File: src/aei_defines.vh
// Register offsets, bit positions and reset values of the event interrupt block.
// Assumes inclusion by bare name from design files under src/.
`ifndef AEI_DEFINES_VH
`define AEI_DEFINES_VH

// ****************************************
// Register byte offsets
// ****************************************
`define AEI_STATUS_OFS 4'h0
`define AEI_MASK_OFS 4'h4
`define AEI_CTRL_OFS 4'h8
`define AEI_LEVEL_OFS 4'hC

// ****************************************
// Event bit positions
// ****************************************
`define AEI_BIT_ACQ_RUN 0
`define AEI_BIT_ACQ_STOP 1
`define AEI_BIT_ACQ_DONE 2
`define AEI_BIT_IN_FIFO 3
`define AEI_BIT_CONV 4
`define AEI_BIT_EOSCAN 5
`define AEI_BIT_EOSEQ 6
`define AEI_BIT_WAV_RUN 7
`define AEI_BIT_WAV_DONE 8
`define AEI_BIT_OUT_FIFO 9
`define AEI_BIT_HIGH_CH 10
`define AEI_BIT_RETX 11
`define AEI_BIT_EXT 12
`define AEI_NUM_EVENTS 13

// ****************************************
// Control fields, reset values and FIFO depths
// ****************************************
`define AEI_CTRL_EXT_FALL 0
`define AEI_CTRL_RETX_MODE 1
`define AEI_STATUS_RST 13'h0000
`define AEI_MASK_RST 13'h0000
`define AEI_CTRL_RST 2'h0
`define AEI_FIFO_DEPTH 16'h2000
`define AEI_OUT_FIFO_DEPTH 16'h4000

`endif

File: src/aei_event_irq.v
// Event interrupt block: sticky event flags, enable mask, level interrupt.
// Assumes event strobes and levels synchronous to clk_i; Wishbone classic slave.
`timescale 1ns/1ps
`include "aei_defines.vh"

module aei_event_irq (
	// Clock and reset
	input wire clk_i,
	input wire rst_i,
	// Wishbone slave
	input wire wb_cyc_i,
	input wire wb_stb_i,
	input wire wb_we_i,
	input wire [3:0] wb_adr_i,
	input wire [3:0] wb_sel_i,
	input wire [31:0] wb_dat_i,
	output reg [31:0] wb_dat_o,
	output reg wb_ack_o,
	// Acquisition sequencer
	input wire acq_running_i,
	input wire acq_stop_trig_i,
	input wire acq_finished_i,
	input wire [15:0] in_fifo_level_i,
	input wire per_conversion_i,
	input wire end_of_scan_i,
	input wire end_of_sequence_i,
	// Waveform sequencer
	input wire wav_running_i,
	input wire wav_finished_i,
	input wire [15:0] out_fifo_level_i,
	input wire high_channel_i,
	input wire retx_wrap_i,
	// External pin
	input wire ext_irq_i,
	// Interrupt to host, active high level
	output reg irq_o
);

	// ****************************************
	// State
	// ****************************************
	// Sticky event flags, write one to clear
	reg [12:0] status_reg;
	// Per-source enables, one means enabled
	reg [12:0] mask_reg;
	// External edge select and retransmit mode
	reg [1:0] ctrl_reg;

	// ****************************************
	// Next values
	// ****************************************
	// Events seen in this cycle
	reg [12:0] event_next;
	// Flags that software asks to clear
	reg [12:0] clear_next;
	// Flags after set and clear
	reg [12:0] status_next;
	// Enables after a mask write
	reg [12:0] mask_next;
	// Control after a control write
	reg [1:0] ctrl_next;
	// Read data for the addressed register
	reg [31:0] rdata_next;
	// Level interrupt before its flop
	reg irq_next;

	// ****************************************
	// Decode and event wires
	// ****************************************
	// Bus request and register selects
	wire acc;
	wire wr;
	wire status_wr;
	wire mask_wr;
	wire ctrl_wr;
	// Threshold levels of both FIFOs
	wire in_quarter;
	wire out_quarter;
	// Threshold crossings
	wire in_quarter_rise;
	wire out_quarter_rise;
	// Pin edges
	wire stop_rise;
	wire ext_rise;
	wire ext_fall;
	// Acquisition sources
	wire acq_running_event;
	wire acq_stop_event;
	wire acq_finished_event;
	wire in_fifo_quarter_event;
	wire per_conversion_event;
	wire end_of_scan_event;
	wire end_of_sequence_event;
	// Waveform sources
	wire wav_running_event;
	wire wav_finished_event;
	wire out_fifo_quarter_event;
	wire high_channel_event;
	wire retx_wrap_event;
	// External pin source
	wire ext_event;

	// ****************************************
	// Bus decode
	// ****************************************
	// One answer per request; held strobe waits for ack to fall
	assign acc = wb_cyc_i & wb_stb_i & ~wb_ack_o;
	assign wr = acc & wb_we_i;
	// Register selects for writes
	assign status_wr = wr & (wb_adr_i == `AEI_STATUS_OFS);
	assign mask_wr = wr & (wb_adr_i == `AEI_MASK_OFS);
	assign ctrl_wr = wr & (wb_adr_i == `AEI_CTRL_OFS);

	// ****************************************
	// Threshold and pin edge detection
	// ****************************************
	// Quarter thresholds of both FIFOs
	assign in_quarter = in_fifo_level_i >= (`AEI_FIFO_DEPTH >> 2);
	assign out_quarter = out_fifo_level_i <= (`AEI_OUT_FIFO_DEPTH >> 2);

	// Input FIFO reaching a quarter full
	aei_edge_det aei_edge_det_in_i (
		.clk_i(clk_i),
		.rst_i(rst_i),
		.level_i(in_quarter),
		.rise_o(in_quarter_rise),
		.fall_o()
	);

	// Output FIFO draining to a quarter
	aei_edge_det aei_edge_det_out_i (
		.clk_i(clk_i),
		.rst_i(rst_i),
		.level_i(out_quarter),
		.rise_o(out_quarter_rise),
		.fall_o()
	);

	// Stop trigger input, rising edge only
	aei_edge_det aei_edge_det_stop_i (
		.clk_i(clk_i),
		.rst_i(rst_i),
		.level_i(acq_stop_trig_i),
		.rise_o(stop_rise),
		.fall_o()
	);

	// External interrupt pin, both edges
	aei_edge_det aei_edge_det_ext_i (
		.clk_i(clk_i),
		.rst_i(rst_i),
		.level_i(ext_irq_i),
		.rise_o(ext_rise),
		.fall_o(ext_fall)
	);

	// ****************************************
	// Event sources
	// ****************************************
	// Acquisition sequencer
	assign acq_running_event = acq_running_i;
	assign acq_stop_event = stop_rise;
	assign acq_finished_event = acq_finished_i;
	assign in_fifo_quarter_event = in_quarter_rise;
	assign per_conversion_event = per_conversion_i;
	assign end_of_scan_event = end_of_scan_i;
	assign end_of_sequence_event = end_of_sequence_i;

	// Waveform sequencer
	assign wav_running_event = wav_running_i;
	assign wav_finished_event = wav_finished_i;
	assign out_fifo_quarter_event = out_quarter_rise;
	assign high_channel_event = high_channel_i;
	// Wraps count only in retransmit mode
	assign retx_wrap_event = retx_wrap_i & ctrl_reg[`AEI_CTRL_RETX_MODE];

	// Selected edge of external pin
	assign ext_event = ctrl_reg[`AEI_CTRL_EXT_FALL] ? ext_fall : ext_rise;

	// ****************************************
	// Event collection
	// ****************************************
	// Gather sources into flag positions
	always @* begin
		event_next = 13'h0000;
		event_next[`AEI_BIT_ACQ_RUN] = acq_running_event;
		event_next[`AEI_BIT_ACQ_STOP] = acq_stop_event;
		event_next[`AEI_BIT_ACQ_DONE] = acq_finished_event;
		event_next[`AEI_BIT_IN_FIFO] = in_fifo_quarter_event;
		event_next[`AEI_BIT_CONV] = per_conversion_event;
		event_next[`AEI_BIT_EOSCAN] = end_of_scan_event;
		event_next[`AEI_BIT_EOSEQ] = end_of_sequence_event;
		event_next[`AEI_BIT_WAV_RUN] = wav_running_event;
		event_next[`AEI_BIT_WAV_DONE] = wav_finished_event;
		event_next[`AEI_BIT_OUT_FIFO] = out_fifo_quarter_event;
		event_next[`AEI_BIT_HIGH_CH] = high_channel_event;
		event_next[`AEI_BIT_RETX] = retx_wrap_event;
		event_next[`AEI_BIT_EXT] = ext_event;
	end

	// ****************************************
	// Flag clear and update
	// ****************************************
	// Write one to clear, byte lanes honoured
	always @* begin
		clear_next = 13'h0000;
		if (status_wr && wb_sel_i[0]) begin
			clear_next[7:0] = wb_dat_i[7:0];
		end
		if (status_wr && wb_sel_i[1]) begin
			clear_next[12:8] = wb_dat_i[12:8];
		end
	end

	// Set beats clear in the same cycle
	always @* begin
		status_next = (status_reg & ~clear_next) | event_next;
	end

	// ****************************************
	// Enable and control update
	// ****************************************
	// Per-source enable, byte lanes honoured
	always @* begin
		mask_next = mask_reg;
		if (mask_wr && wb_sel_i[0]) begin
			mask_next[7:0] = wb_dat_i[7:0];
		end
		if (mask_wr && wb_sel_i[1]) begin
			mask_next[12:8] = wb_dat_i[12:8];
		end
	end

	// Edge select and retransmit mode from lane 0
	always @* begin
		ctrl_next = ctrl_reg;
		if (ctrl_wr && wb_sel_i[0]) begin
			ctrl_next = wb_dat_i[1:0];
		end
	end

	// Level interrupt from enabled pending flags
	always @* begin
		irq_next = |(status_next & mask_reg);
	end

	// Read data mux
	always @* begin
		rdata_next = 32'h00000000;
		case (wb_adr_i)
			`AEI_STATUS_OFS: rdata_next = {19'h00000, status_reg};
			`AEI_MASK_OFS: rdata_next = {19'h00000, mask_reg};
			`AEI_CTRL_OFS: rdata_next = {30'h00000000, ctrl_reg};
			`AEI_LEVEL_OFS: rdata_next = {in_fifo_level_i, out_fifo_level_i};
			default: rdata_next = 32'h00000000;
		endcase
	end

	// ****************************************
	// Registers
	// ****************************************
	// Sticky event flags
	always @(posedge clk_i) begin
		if (rst_i) begin
			status_reg <= `AEI_STATUS_RST;
		end else begin
			status_reg <= status_next;
		end
	end

	// Source enables
	always @(posedge clk_i) begin
		if (rst_i) begin
			mask_reg <= `AEI_MASK_RST;
		end else begin
			mask_reg <= mask_next;
		end
	end

	// Control bits
	always @(posedge clk_i) begin
		if (rst_i) begin
			ctrl_reg <= `AEI_CTRL_RST;
		end else begin
			ctrl_reg <= ctrl_next;
		end
	end

	// Bus answer one cycle after the request is taken
	always @(posedge clk_i) begin
		if (rst_i) begin
			wb_ack_o <= 1'b0;
			wb_dat_o <= 32'h00000000;
		end else begin
			wb_ack_o <= acc;
			wb_dat_o <= acc ? rdata_next : 32'h00000000;
		end
	end

	// Interrupt line to host
	always @(posedge clk_i) begin
		if (rst_i) begin
			irq_o <= 1'b0;
		end else begin
			irq_o <= irq_next;
		end
	end

endmodule // aei_event_irq

// ****************************************
// Edge detector
// ****************************************
// One-cycle strobes on each change of a level; the delay flop
// resets low, so a pin idling low gives no false edge after reset.
module aei_edge_det (
	// Clock and reset
	input wire clk_i,
	input wire rst_i,
	// Sampled level
	input wire level_i,
	// One-cycle edge strobes
	output wire rise_o,
	output wire fall_o
);

	// Level seen at the previous edge
	reg level_d_reg;

	// Edges against the delayed copy
	assign rise_o = level_i & ~level_d_reg;
	assign fall_o = ~level_i & level_d_reg;

	// Delay flop
	always @(posedge clk_i) begin
		if (rst_i) begin
			level_d_reg <= 1'b0;
		end else begin
			level_d_reg <= level_i;
		end
	end

endmodule // aei_edge_det

File: config.mk
export PLATFORM = sky130hd
export DESIGN_NAME = aei_event_irq
export DESIGN_NICKNAME = d
export VERILOG_FILES = /design/src/aei_event_irq.v
export VERILOG_INCLUDE_DIRS = /design/src /design/src/src
export SDC_FILE = /design/constraint.sdc
export NUM_CORES = 1
export LEC_CHECK = 0
export ABC_AREA = 0
export BUFFER_PORTS_ARGS = -buffer_cell sky130_fd_sc_hd__buf_2
export CAP_MARGIN = 20
export CELL_PAD_IN_SITES_DETAIL_PLACEMENT = 0
export CELL_PAD_IN_SITES_GLOBAL_PLACEMENT = 2
export CORE_MARGIN = 1.5
export CORE_UTILIZATION = 26
export CTS_CLUSTER_SIZE = 40
export DETAILED_ROUTE_END_ITERATION = 16
export PLACE_DENSITY_LB_ADDON = 0.1
export SLEW_MARGIN = 10
export SYNTH_ARGS = -nofsm -noshare
export SYNTH_HDL_FRONTEND = slang
export SYNTH_HIERARCHICAL = 1
export SYNTH_SLANG_ARGS = --single-unit
File: constraint.sdc
create_clock -name clk_i -period 2.5 [get_ports clk_i]
set_clock_uncertainty 0.15 [all_clocks]
set_input_delay 0.25 -clock clk_i [delete_from_list [all_inputs] [get_ports clk_i]]
set_output_delay 0.25 -clock clk_i [all_outputs]
set_load 0.02 [all_outputs]
==> flow_summary.ini <==
[outcome]
outcome = finished, final reports clean

[clocking]
cts_sinks = 66
path_clk_slew_ns = 0.07
post_cts_buffers = 0
clock_latency_ns = 0.34
root_buffer = clkbuf_8
cts_tree = built
htree_levels = 3
cts_buffer_depth = 2
cts_buffers = 9

[floorplan]
start_util = 0.269
io_pins = 122
design.core.area_mm2 = 0.00977
rows = 36
die_h_um = 104
dieArea_mm2 = 0.0107
die_width_um = 104

[synthesis]
synth_area_mm2 = 0.00263
yosys_warnings = 6
syn_nets = 368
postSynthAreaPerCell_um2 = 9.39
syn_inst = 280

[power_and_ir_drop]
cellInternalPower_mw = 1.88
pwr-share-clk = 0.462
p_per_area_mw_per_mm2 = 622
switching_power_uw = 531
pwr-share-comb = 0.089
p_sw_frac = 0.220
pwr-share-seq = 0.449
p_leak_nw = 1.85
ir_drop_mv = 0.276

[finish]
n_fill_cell = 1040
area_growth_pct = 47.3
largest_register_ffs = 32
multiInputGateArea_mm2 = 0.00123
drive_gt1_frac = 0.302
final_nets = 507
final_cell_area_mm2 = 0.00387
regArea_mm2 = 0.00132
n_antenna_cell = 0

[place]
place_ws_ns = 0.215
finalWeightedCongestion = 0.755
io_buffers = 100
dp_hpwl_mm = 5.55
dpl-instance-area_mm2 = 0.00328

[timing]
maxSlewHeadroom = 0.644
hold_viol_final = 0
post-route-min-period_ns = 2.38
setup_viol = 0
setup_slack_ns = 0.119
max_freq_ghz = 0.420
rsz0062_at_grt = no
tns_ns = 0
worstMarginPinSlew_ns = 0.534
slew_viol_final = 0
final.period_utilization = 0.952

[setup_path]
path_buf_inv = 2
cp_slowest_stage_delay_ns = 0.54
cpMaxStageDelayCell = dlygate4sd3_1
crit_family = compound AO/OA/AOI/OAI gates
worstSetupStartpointType = input port
crit_fanout = 2
path_class = in2reg
path_cells = dlygate4sd3_1 > buf_2 > nor4_1 > nand3_1 > a2111oi_1 > nor2b_1 > a21o_1 > a222oi_1 > a31oi_1
end_kind = flip-flop
required_ns = 2.62
arrival_ns = 2.50

[global_route]
grt_pass1_wl_mm = 12.0
grt_pass1_vias = 2388
track_usage = 0.144
grt-ovfl-total = 0
grt_max_degree = 34
antenna_found_initial = 0

[routing]
first_pass_iters = 4
via_per_inst = 4.32
route.vias.total = 2405
ant_nets = 0
routed_wirelength_mm = 7.56
drc_errors = 0
drt-initial-drc-count = 92
wire_per_inst_um = 13.6

[worst_hold_path]
hp-class = in2reg

[job]
drv_cap = 0
==> power groups by stage <==
| stage | clock [mW] | combinational, mW | sequential (mW) |
|---|---|---|---|
| after floorplan | 0 | 0.0794 | 1.11 |
| after global placement | 0 | 0.176 | 1.11 |
| after detailed placement | 0 | 0.176 | 1.11 |
| after CTS | 1.16 | 0.217 | 1.08 |
| after global routing | 1.21 | 0.237 | 1.09 |
| final | 1.11 | 0.215 | 1.08 |
==> path summary, 6_finish.rpt <==
path / end / depth (start not counted) / slack, ns / from
worst min-delay path: status_reg[4] / 3 / 0.01 / per_conversion_i
worst min register to register: wb_ack_o / 1 / 0.35 / wb_ack_o
worst max register to register: irq_o / 5 / 0.46 / wb_ack_o
worst max-delay path: irq_o / 9 / 0.12 / out_fifo_level_i[6]
==> placed cells by master, fill, tap and decap left out, types with 2 or more instances in the layout <==
cell	instances
and2_1	21
bufinv_16	3
a31oi_1	3
buf_4	7
nand2_1	12
dfxtp_1	66
a21oi_1	19
buf_2	100
inv_1	3
nor2b_1	20
and3_1	6
nor3_1	3
a21o_1	3
nor4_1	3
clkbuf_8	10
mux2i_1	26
mux4_2	2
nor2_1	47
nand3_1	3
dlygate4sd3_1	34
nand4_1	7
o21ai_0	13
==> timing repair <==
action	4_1_cts	5_1_grt
endpoints found under the setup margin	0	1
hold buffers	34	0
gates resized for setup	0	1
endpoints found under the hold margin	34	0
==> metrics by stage <==
stage          total power, mW  hold WS (ns)  std cells   util
2_1_floorplan             1.19         0.172        280      -
3_3_place_gp              1.28         0.298        507  0.336
3_5_place_dp              1.28         0.303        507  0.336
4_1_cts                   2.46       0.00129        557  0.396
5_1_grt                   2.53        0.0107        557  0.396
6_report                  2.41        0.0147        557  0.396
==> metal layers <==
metal  global-route usage  share of wire  vias to the layer above  wire length (um)
met2                0.234           0.46                       68              3480
met3               0.0497          0.048                        7               366
met5                    0              0                        -                 0
li1                     -              -                     1245                 -
met4               0.0397          0.010                        0                76
met1                0.183           0.48                     1085              3640
==> tightest hold or removal path: cells and delay by family <==
kind            cells  cell delay (ns)
simple gates        1             0.07
buf+inv             1             0.10
compound gates      1             0.04
==> layout make-up <==
cell class | instances | share of cell area
clock inverters | 6 | 0.0291
flip-flops and latches | 66 | 0.341
repair buffers | 141 | 0.231
multi-input cells | 198 | 0.318
clock buffers | 10 | 0.0355
well taps | 133 | 0.0429
inverters | 3 | 0.00291
(Power assumes the default switching activity.)
